## config.mk

```make
export PLATFORM = sky130hd
export DESIGN_NAME = ppc_regs
export DESIGN_NICKNAME = d
export VERILOG_FILES = /design/src/verilog/ppc_regs.v /design/src/verilog/ppc_idle_gen.v /design/src/verilog/ppc_dpd_timer.v
export VERILOG_INCLUDE_DIRS = /design/src /design/src/verilog
export SDC_FILE = /design/constraint.sdc
export NUM_CORES = 1
export LEC_CHECK = 0
export BUFFER_PORTS_ARGS = -buffer_cell sky130_fd_sc_hd__buf_2
export CORE_MARGIN = 4
export CORE_UTILIZATION = 60
export CTS_BUF_LIST = sky130_fd_sc_hd__clkbuf_4
export CTS_CLUSTER_DIAMETER = 60
export DETAILED_ROUTE_END_ITERATION = 6
export PLACE_DENSITY = 0.9
export SLEW_MARGIN = 30
export SYNTH_ARGS = -nofsm -noshare
export SYNTH_HDL_FRONTEND = slang
export SYNTH_SLANG_ARGS = --single-unit
export TNS_END_PERCENT = 10
```

## constraint.sdc

```tcl
create_clock -name clk_i -period 5.5 [get_ports clk_i]
set_clock_uncertainty 0.2 [all_clocks]
set_input_delay 1.1 -clock clk_i [delete_from_list [all_inputs] [get_ports clk_i]]
set_output_delay 1.1 -clock clk_i [all_outputs]
set_load 0.02 [all_outputs]
```

## src/verilog/ppc_map.vh

```
// Purpose: Offsets, field positions, reset values and timing counts
// Assumes: 25 MHz clock, Wishbone byte addresses = 4 * register index
// Notes:   Definitions only
`ifndef PPC_MAP_VH
`define PPC_MAP_VH

// ****************************************
// Register indices and address width
// ****************************************
`define PPC_IDX_AEQ        12'h418
`define PPC_IDX_SUPPLY     12'h41F
`define PPC_IDX_LEVEL      12'h421
`define PPC_IDX_DPD        12'h428
`define PPC_IDX_DSP6       12'h450
`define PPC_IDX_GEN        12'h456
`define PPC_IDX_STAT       12'h457
`define PPC_ADR_W          14

// ****************************************
// Field positions
// ****************************************
`define PPC_SUP_ANA_BIT    12
`define PPC_SUP_IO_HI      11
`define PPC_SUP_IO_LO      10
`define PPC_DPD_MSB_BIT    5
`define PPC_DPD_TEST_BIT   4
`define PPC_DPD_SPD_BIT    3
`define PPC_DPD_EN_BIT     2
`define PPC_DSP_BYP_BIT    13
`define PPC_GEN_IPG_BIT    3

// ****************************************
// Reset values and write masks
// ****************************************
`define PPC_RST_AEQ        16'h0000
`define PPC_RST_SUPPLY     16'h0000
`define PPC_RST_DPD        16'h0000
`define PPC_RST_DSP6       16'h0141
`define PPC_RST_GEN        16'h0008
`define PPC_WM_DPD         16'h003F

// ****************************************
// Timing
// ****************************************
`define PPC_CLK_HZ         25000000
`define PPC_EXIT_FAST_MS   50
`define PPC_EXIT_SLOW_MS   100
`define PPC_IPG_MIN_NS     120
`define PPC_IPG_STD_NS     200
`define PPC_CLK_NS         40
`define PPC_IPG_MIN_CYC    ((`PPC_IPG_MIN_NS + `PPC_CLK_NS - 1) / `PPC_CLK_NS)
`define PPC_IPG_STD_CYC    ((`PPC_IPG_STD_NS + `PPC_CLK_NS - 1) / `PPC_CLK_NS)
// Exit lengths, 50 ms and 100 ms at 25 MHz, sized for the 24-bit timer
`define PPC_EXIT_FAST_CYC  24'h1312D0
`define PPC_EXIT_SLOW_CYC  24'h2625A0

`endif

```

## src/verilog/ppc_regs.v

```verilog
// Purpose: Power, test and configuration register bank on classic Wishbone
// Assumes: 32-bit bus, registers in low 16 bits, one wait state per access
// Notes:   Exit timer lengths are parameters to shorten simulation
//
// How it works
// - Analog supply force bit makes supply read as 3.3 V, else detector decides.
// - I/O supply force 11 means 3.3 V; 00 leaves detection to circuit.
// - Test pattern sends one then N zeros; N zero clears shift register.
// - Idle test mode bit selects test pattern, otherwise normal transmit.
// - Deep power-down exit takes 50 ms when speed bit set, else 100 ms.
// - Deep power-down enable bit puts the device into deep power-down while standard power-down is active.
// - Calibration bypass bit skips equalizer calibration.
// - Minimum gap is 120 ns with gap bit set, else 0.20 us.
`timescale 1ns/1ps
`include "ppc_map.vh"
module ppc_regs #(
	parameter [23:0] EXIT_FAST_CYC = `PPC_EXIT_FAST_CYC,
	parameter [23:0] EXIT_SLOW_CYC = `PPC_EXIT_SLOW_CYC
) (
	input  wire        clk_i,
	input  wire        rst_i,
	input  wire        ce_i,
	input  wire        cyc_i,
	input  wire        stb_i,
	input  wire        we_i,
	input  wire [15:0] adr_i,
	input  wire [3:0]  sel_i,
	input  wire [31:0] dat_i,
	output reg  [31:0] dat_o,
	output reg         ack_o,
	output reg         err_o,
	input  wire        ana_det_i,
	input  wire [1:0]  io_det_i,
	input  wire        std_pwdn_i,
	input  wire [3:0]  idle_low_i,
	output reg         ana_3v3_o,
	output reg  [1:0]  io_level_o,
	output reg         deep_pwdn_o,
	output reg         pwdn_exiting_o,
	output reg         idle_test_o,
	output reg         idle_bit_o,
	output reg         eq_cal_bypass_o,
	output reg  [3:0]  ipg_cycles_o
);
	// ****************************************
	// Storage
	// ****************************************
	reg  [15:0] aeq_q;
	reg  [15:0] supply_q;
	reg  [15:0] dpd_q;
	reg  [15:0] dsp6_q;
	reg  [15:0] gen_q;
	reg  [15:0] rd_d;
	reg         hit_d;
	wire [11:0] idx;
	wire        req;
	wire        deep_w;
	wire        exit_w;
	wire        idle_w;
	// Full-width gap counts; only the low nibble reaches the port
	localparam [31:0] IPG_MIN_FULL = `PPC_IPG_MIN_CYC;
	localparam [31:0] IPG_STD_FULL = `PPC_IPG_STD_CYC;

	assign idx = adr_i[13:2];
	assign req = cyc_i && stb_i && !ack_o && !err_o;

	// Byte-lane merge used by every writable register
	function [15:0] merge;
		input [15:0] old;
		input [31:0] wd;
		input [3:0]  sel;
		begin
			merge = old;
			if (sel[0])
				merge[7:0] = wd[7:0];
			if (sel[1])
				merge[15:8] = wd[15:8];
		end
	endfunction

	// ****************************************
	// Read decode
	// ****************************************
	always @* begin
		hit_d = 1'b1;
		rd_d  = 16'h0000;
		case (idx)
			`PPC_IDX_AEQ:    rd_d = aeq_q;
			`PPC_IDX_SUPPLY: rd_d = supply_q;
			`PPC_IDX_LEVEL:  rd_d = {13'h0, ana_3v3_o, io_level_o};
			`PPC_IDX_DPD:    rd_d = dpd_q & `PPC_WM_DPD;
			`PPC_IDX_DSP6:   rd_d = dsp6_q;
			`PPC_IDX_GEN:    rd_d = gen_q;
			`PPC_IDX_STAT:   rd_d = {12'h000, std_pwdn_i, pwdn_exiting_o, deep_pwdn_o,
				idle_test_o};
			default:         hit_d = 1'b0;
		endcase
		if (adr_i[15:14] != 2'b00)
			hit_d = 1'b0;
	end

	// ****************************************
	// Bus slave and register writes
	// ****************************************
	always @(posedge clk_i) begin
		if (rst_i) begin
			aeq_q    <= `PPC_RST_AEQ;
			supply_q <= `PPC_RST_SUPPLY;
			dpd_q    <= `PPC_RST_DPD;
			dsp6_q   <= `PPC_RST_DSP6;
			gen_q    <= `PPC_RST_GEN;
			dat_o    <= 32'h00000000;
			ack_o    <= 1'b0;
			err_o    <= 1'b0;
		end else if (ce_i) begin
			ack_o <= req && hit_d;
			err_o <= req && !hit_d;
			dat_o <= 32'h00000000;
			if (req && hit_d && !we_i)
				dat_o <= {16'h0000, rd_d};
			if (req && hit_d && we_i) begin
				case (idx)
					`PPC_IDX_AEQ:    aeq_q <= merge(aeq_q, dat_i, sel_i);
					`PPC_IDX_SUPPLY: supply_q <= merge(supply_q, dat_i, sel_i);
					`PPC_IDX_DPD: begin
						// Enable honoured only with standard power-down active
						dpd_q <= merge(dpd_q, dat_i, sel_i) & `PPC_WM_DPD;
					end
					`PPC_IDX_DSP6:   dsp6_q <= merge(dsp6_q, dat_i, sel_i);
					`PPC_IDX_GEN:    gen_q <= merge(gen_q, dat_i, sel_i);
					default:         dsp6_q <= dsp6_q;
				endcase
			end
		end
	end

	// ****************************************
	// Derived outputs
	// ****************************************
	always @(posedge clk_i) begin
		if (rst_i) begin
			ana_3v3_o       <= 1'b0;
			io_level_o      <= 2'b00;
			idle_test_o     <= 1'b0;
			eq_cal_bypass_o <= 1'b0;
			ipg_cycles_o    <= 4'h0;
			deep_pwdn_o     <= 1'b0;
			pwdn_exiting_o  <= 1'b0;
			idle_bit_o      <= 1'b0;
		end else if (ce_i) begin
			ana_3v3_o <= supply_q[`PPC_SUP_ANA_BIT] ? 1'b1 : ana_det_i;
			// Only 11 forces; other codes fall back to detection
			if (supply_q[`PPC_SUP_IO_HI:`PPC_SUP_IO_LO] == 2'b11)
				io_level_o <= 2'b11;
			else
				io_level_o <= io_det_i;
			idle_test_o     <= dpd_q[`PPC_DPD_TEST_BIT];
			eq_cal_bypass_o <= dsp6_q[`PPC_DSP_BYP_BIT];
			if (gen_q[`PPC_GEN_IPG_BIT])
				ipg_cycles_o <= IPG_MIN_FULL[3:0];
			else
				ipg_cycles_o <= IPG_STD_FULL[3:0];
			deep_pwdn_o    <= deep_w;
			pwdn_exiting_o <= exit_w;
			idle_bit_o     <= idle_w;
		end
	end

	// ****************************************
	// Sub-blocks
	// ****************************************
	ppc_dpd_timer #(
		.FAST_CYC (EXIT_FAST_CYC),
		.SLOW_CYC (EXIT_SLOW_CYC)
	) u_dpd (
		.clk_i     (clk_i),
		.rst_i     (rst_i),
		.ce_i      (ce_i),
		.en_i      (dpd_q[`PPC_DPD_EN_BIT] && std_pwdn_i),
		.fast_i    (dpd_q[`PPC_DPD_SPD_BIT]),
		.deep_o    (deep_w),
		.exiting_o (exit_w)
	);

	ppc_idle_gen u_idle (
		.clk_i   (clk_i),
		.rst_i   (rst_i),
		.ce_i    (ce_i),
		.en_i    (dpd_q[`PPC_DPD_TEST_BIT]),
		.zeros_i ({dpd_q[`PPC_DPD_MSB_BIT], idle_low_i}),
		.bit_o   (idle_w)
	);
endmodule

```

## src/verilog/ppc_idle_gen.v

```verilog
// Purpose: Idle test pattern: a one followed by N zeros
// Assumes: One symbol per enabled clock
// Notes:   N of zero holds the shift register cleared
`timescale 1ns/1ps
module ppc_idle_gen (
	input  wire       clk_i,
	input  wire       rst_i,
	input  wire       ce_i,
	input  wire       en_i,
	input  wire [4:0] zeros_i,
	output reg        bit_o
);
	reg [4:0] cnt_q;

	// ****************************************
	// Pattern counter
	// ****************************************
	always @(posedge clk_i) begin
		if (rst_i) begin
			cnt_q <= 5'h00;
			bit_o <= 1'b0;
		end else if (ce_i) begin
			if (!en_i || zeros_i == 5'h00) begin
				cnt_q <= 5'h00;
				bit_o <= 1'b0;
			end else if (cnt_q == 5'h00) begin
				bit_o <= 1'b1;
				cnt_q <= zeros_i;
			end else begin
				bit_o <= 1'b0;
				cnt_q <= cnt_q - 5'h01;
			end
		end
	end
endmodule

```

## src/verilog/ppc_dpd_timer.v

```verilog
// Purpose: Deep power-down state and exit timer
// Assumes: Counts in clock cycles of clk_i
// Notes:   Exit time is sampled when the enable falls
`timescale 1ns/1ps
module ppc_dpd_timer #(
	parameter [23:0] FAST_CYC = 24'd1250000,
	parameter [23:0] SLOW_CYC = 24'd2500000
) (
	input  wire clk_i,
	input  wire rst_i,
	input  wire ce_i,
	input  wire en_i,
	input  wire fast_i,
	output reg  deep_o,
	output reg  exiting_o
);
	reg [23:0] cnt_q;

	// ****************************************
	// Entry and exit
	// ****************************************
	always @(posedge clk_i) begin
		if (rst_i) begin
			cnt_q     <= 24'h000000;
			deep_o    <= 1'b0;
			exiting_o <= 1'b0;
		end else if (ce_i) begin
			if (en_i) begin
				deep_o    <= 1'b1;
				exiting_o <= 1'b0;
				cnt_q     <= 24'h000000;
			end else if (deep_o) begin
				deep_o    <= 1'b0;
				exiting_o <= 1'b1;
				cnt_q     <= (fast_i ? FAST_CYC : SLOW_CYC) - 24'h000001;
			end else if (exiting_o) begin
				if (cnt_q == 24'h000000)
					exiting_o <= 1'b0;
				else
					cnt_q <= cnt_q - 24'h000001;
			end
		end
	end
endmodule

```

### Word-level counts from Yosys, hierarchy flattened

Cells that the tools add are included.

* bits in registers: 148
* output and inout bits: 46
* word-level logic and storage cells: 88

* $add $sub $neg: 3
* equal/unequal tests: 9
* multiplexer cells: 21
* reductions and logical operators: 30

Operators with widths (count)
* 16-bit one-hot mux with 7 select lines: 1
* 24-bit 2-to-1 mux: 4
* 12-bit by 11-bit equality test with 1-bit output, second input constant: 7
* 24-bit by 1-bit subtractor with 24-bit output, second input constant: 2
* 4-bit AND reduction: 9
* 24-bit logical NOT: 1
* 22-bit 2-to-1 mux: 1
* 16-bit 2-to-1 mux: 1
* 5-bit logical NOT: 2
* 1-bit 2-to-1 mux: 10
* 5-bit 2-to-1 mux: 2
* 1-bit logical AND: 8
* 7-bit OR reduction: 1
* 1-bit logical NOT: 5
* 5-bit by 1-bit subtractor with 5-bit output, second input constant: 1
* 3-bit 2-to-1 mux: 1
* 3-bit by 1-bit inequality test with 1-bit output, second input constant: 1
* 3-bit AND reduction: 1
* 3-bit nonzero test: 1
* 2-bit equality test, second input constant: 1
* 2-bit 2-to-1 mux: 1
* 2-bit nonzero test: 1
* 1-bit logical OR: 1

### Logic depth before layout (Yosys ltp)

* word-level depth: 7
* mapped depth: 9
* depth with buffers taken out: 8

### Hierarchy

From an unflattened synthesis, not the netlist that was laid out.

* cells, all modules: 743
* area total of the unflattened synthesis: 6606.3 um2

By module, submodules not included
* ppc_regs: times used 1, cells each 505, area an instance 4618.2 um2, seq. area each 1981.9 um2
* ppc_dpd_timer: times used 1, cells each 194, area an instance 1617.8 um2, seq. area each 520.5 um2
* ppc_idle_gen: times used 1, cells each 44, area an instance 370.4 um2, seq. area each 120.1 um2

### Worst setup path before layout

OpenSTA, ideal clock, no wires.

* kind: input to register
* from: in adr_i[4]
* to: reg dat_o[14]
* arrival time: 2677 ps
* setup slack: 2537 ps
* cell stages on the path: 7
* cells stage by stage: clkbuf_2 -> nor3_4 -> nor3_2 -> o31a_1 -> or4_1 -> buf_6 -> a221oi_2

* cells in the longest elaborated chain, start to end: 7

Ends and longest elaborated chain
* start, declared: RTL line ppc_regs.v:26 `input wire [15:0] adr_i,`
* 12-bit by 11-bit equality test with 1-bit output: RTL line ppc_regs.v:87 `case (idx)`
* 7-bit OR reduction (no source line)
* 1-bit 2-to-1 mux: RTL line ppc_regs.v:87
* 1-bit 2-to-1 mux: RTL line ppc_regs.v:98 `if (adr_i[15:14] != 2'b00)`
* 1-bit logical AND (2 in series): RTL line ppc_regs.v:119 `if (req && hit_d && !we_i)`
* 16-bit 2-to-1 mux (*): RTL line ppc_regs.v:119
* end signal, assigned: RTL line ppc_regs.v:120 `dat_o <= {16'h0000, rd_d};`
* end, declared: RTL line ppc_regs.v:29 `output reg [31:0] dat_o,`

Mark *: on every way between the ends. The rest lies on a longest branch, timed or not.
A chain may end at the register's enable or synchronous reset.

### Worst setup path in the final report

* from: reg u_dpd.deep_o
* to: reg u_dpd.cnt_q[22]

* cells in the longest elaborated chain, start to end: 2

Ends and longest elaborated chain
* start, declared: RTL line ppc_dpd_timer.v:14 `output reg deep_o,`
* start signal, assigned: RTL line ppc_dpd_timer.v:25 `deep_o <= 1'b0;`
* start signal, assigned: RTL line ppc_dpd_timer.v:29 `deep_o <= 1'b1;`
* start signal, assigned: RTL line ppc_dpd_timer.v:33 `deep_o <= 1'b0;`
* 3-bit by 1-bit inequality test with 1-bit output (no source line), or another cell as far along
* 3-bit AND reduction (no source line) / 24-bit 2-to-1 mux (equally long branches)
* end signal, assigned: RTL line ppc_dpd_timer.v:35 `cnt_q <= (fast_i ? FAST_CYC : SLOW_CYC) - 24'h000001;`
* end signal, assigned: RTL line ppc_dpd_timer.v:40 `cnt_q <= cnt_q - 24'h000001;`
* end, declared: RTL line ppc_dpd_timer.v:17 `reg [23:0] cnt_q;`

Parallel ways exist; a longest one is shown, timed or not.

==> impl_summary.log <==
[metrics] drt pass-1 iters: 7
[metrics] global-route usage over all layers: 27.4%
[metrics] Final period util: 72.0%
[metrics] Routed wire per std cell: 18.9 um
[metrics] detailed-route DRC error count: 0
[metrics] smallest setup slack after layout: 1.54 ns
[metrics] transition at the pin with the smallest max-transition slack: 1.03 ns
[metrics] top fanout value on the critical path: 22
[metrics] final hold vios: 0
[metrics] y dimension of the die: 112 um
[metrics] maximum clock frequency: 253 MHz
[metrics] post-cts hold buffer count: 0
[metrics] average footprint of a synthesized cell: 9.08 um2
[metrics] total via count after detailed routing: 6,002
[metrics] total congestion overflow: 0
[metrics] number of clock sinks seen by CTS: 131
[metrics] Routability Congestion: 0.941
[metrics] deepest clock path buffer count: 2
[metrics] Setup crit end kind: flip-flop
[metrics] number of global-route vias before repair: 5,871
[metrics] instance count of the mapped netlist: 718
[metrics] count of max-cap constraint violations: 0
[metrics] clock-pin slew on the worst setup and hold paths: 0.12 ns
[metrics] status: completed
[metrics] Ports: 112
[metrics] Core Area: 10,500 um2
[metrics] setup repair after global routing missed its margin: false
[metrics] share of synthesized area occupied by flip-flops and latches: 40.2%
[metrics] effective utilization at floorplan: 62.3%
[metrics] overall die area: 12,600 um2
[metrics] Setup Viol. Count Final: 0
[metrics] startpoint kind of the worst setup timing path: flip-flop
[metrics] cts bufs inserted: 17
[metrics] leakage component of the power: 2.58 nW
[metrics] CTS resizes: 0
[metrics] post-placement worst setup slack: 1.41 ns
[metrics] pin count of the biggest net entering global routing: 97
[metrics] arrival time reported for the critical path endpoint: 4.23 ns
[metrics] HPWL reported at the end of detailed placement: 12.1 mm
[metrics] Slew HR: 31.0%
[metrics] initial DRC count: 567
[metrics] cell at the root of the clock tree: sky130_fd_sc_hd__clkbuf_4
[metrics] number of nets in the final layout: 842
[metrics] number of setup buffers added after CTS: 0
[metrics] CP Data Required Time: 5.77 ns
[metrics] total of buffers placed on input and output ports: 74
[metrics] dominant register cell in the synthesized netlist: sky130_fd_sc_hd__dfxtp_1
[metrics] initial antenna violation count: 0
[metrics] count of placed standard cells in the final layout, fillers left out: 922
[metrics] wire length of the first global-routing pass: 28.4 mm
[metrics] H-tree levels: 4
[metrics] synthesis-to-layout area growth: 9.94%
[metrics] filler cell count: 820
[metrics] post-detailed-route count of antenna-violating nets: 0
[metrics] critical path start-end classification: flip-flop to flip-flop
[metrics] Ys Warns: 0
[metrics] share of cells above drive strength 1: 19.1%
[metrics] Seq cells post-synth: 131
[metrics] final-layout setup total negative slack: 0 ns
[metrics] share of the core filled with cells: 68.5%
[metrics] CTS tree: yes
[metrics] Placed Cells: 891
[metrics] synth unique cells: 77
[metrics] cell area after technology mapping: 6520 um2
[metrics] pins over their slew limit: 0
[metrics] async set or reset register ratio after synthesis: 0%
[metrics] Max VDD drop: 0.000157 V
[metrics] die width: 112 um
[metrics] worst hold-check path type: flip-flop to flip-flop
[metrics] number of core rows: 37
[metrics] diodes inserted: 0
[metrics] routed wire length: 17.4 mm
[metrics] average via count per standard cell: 6.51
[metrics] clock latency reported for the late side of the worst-skew pair: 0.55 ns
[metrics] Power Dens Cells: 243 nW/um2
[metrics] EDFF count, synth: 0
[metrics] shortest clock period the worst path allows after layout: 3.96 ns
[metrics] worst hold slack after final layout: 0.245 ns
[path summary, 6_finish.rpt]
check | start | to | slack [ns] | cells past startpoint
worst max register to register | u_dpd.deep_o | u_dpd.cnt_q[22] | 1.54 | 8
worst max-delay path | u_dpd.deep_o | u_dpd.cnt_q[22] | 1.54 | 8
worst min-delay path | u_dpd.cnt_q[23] | u_dpd.cnt_q[23] | 0.25 | 2
worst min register to register | u_dpd.cnt_q[23] | u_dpd.cnt_q[23] | 0.25 | 2
[cells in the mapped netlist (all sizes together) (10+ instances only)]
cell type | instances | area [um2]
dfxtp | 131 | 2620
nor2 | 101 | 379
mux2i | 75 | 751
nand2 | 51 | 194
a21oi | 35 | 175
buf | 34 | 229
clkbuf | 25 | 96.3
nor3 | 22 | 215
o21ai | 21 | 105
nand3 | 15 | 75.1
nand4 | 15 | 115
inv | 11 | 41.3
or3 | 11 | 68.8
nor4 | 10 | 75.1
[where the power goes]
group	switching [mW]	leakage [nW]	internal [mW]	total, mW
combinational	0.0786	1.36	0.0288	0.107
clock	0.345	0.162	0.338	0.683
sequential	0.00285	1.06	0.951	0.954
total	0.427	2.58	1.32	1.74
[cells in the final DEF (no fill, tap or decap), drive strengths merged, types with 5 or more instances in the layout]
cell type,n
nor2b,8
clkbuf,22
inv,11
a32o,9
a21oi,35
a32oi,8
clkinv,9
nor4,10
o211ai,6
nand3,15
o21ai,21
o31ai,8
nor2,101
nor3,22
nand4,15
a221oi,8
a22oi,7
mux2i,75
a22o,7
dfxtp,131
buf,80
a31oi,7
a211oi,5
conb,17
a222oi,9
nand2,51
or3,11
and4,6
[registers in the layout (all words and copies together), names as in the netlist]
signal and count:
ack_o 1, err_o 1, ipg_cycles_o 3, io_level_o 2, u_dpd.deep_o 1, gen_q 16
u_idle.cnt_q 5, dpd_q 6, dsp6_q 16, u_idle.bit_o 1, u_dpd.cnt_q 24, dat_o 16
supply_q 16, idle_test_o 1, u_dpd.exiting_o 1, aeq_q 16, pwdn_exiting_o 1, eq_cal_bypass_o 1
idle_bit_o 1, ana_3v3_o 1, deep_pwdn_o 1
[worst max-delay path, cell delays in order (launching register included)]
cell                       delay (ns)
sky130_fd_sc_hd__dfxtp_1         0.89
sky130_fd_sc_hd__clkinv_1        0.55
sky130_fd_sc_hd__nand2_1         0.22
sky130_fd_sc_hd__ha_1            0.25
sky130_fd_sc_hd__nor4b_2         0.38
sky130_fd_sc_hd__nand4_1         0.40
sky130_fd_sc_hd__or2_1           0.40
sky130_fd_sc_hd__or4_1           0.42
sky130_fd_sc_hd__a31oi_1         0.16
[per-stage QoR]
stage | cell area, um2 | total power, mW
floorplan | 6580 | 1.05
global placement | 6850 | 1.08
detailed placement | 6850 | 1.08
CTS | 7150 | 1.75
global route | 7170 | 1.80
finish | 7170 | 1.74
[layout make-up]
class	instances	area, um2	share of cell area (%)
Tap cell	136	170	2.37
Clock buffer	22	165	2.30
Clock inverter	9	133	1.85
Multi-Input combinational cell	529	3600	50.2
Inverter	15	56.3	0.785
Timing Repair Buffer	80	422	5.88
Sequential cell	131	2620	36.6
[layer usage]
metal | up-vias | wire length [um] | GRT usage (%)
met1 | 2882 | 7070 | 34.6
met2 | 332 | 8280 | 44.5
met5 | - | 0 | 0
met3 | 40 | 1660 | 7.12
met4 | 0 | 412 | 11.5
li1 | 2748 | - | -
[logic make-up after synthesis]
kind of cell | synth area share [%]
AND/OR/NAND/NOR | 22.9
AO/OA/AOI/OAI | 17.9
flip-flops | 40.2
multiplexers | 12.2
buffers and inverters | 5.85
XOR/XNOR | 0.537
adder cells (fa/ha/maj) | 0.384
other | 0.0575
Power figures use the tool's default switching activity.
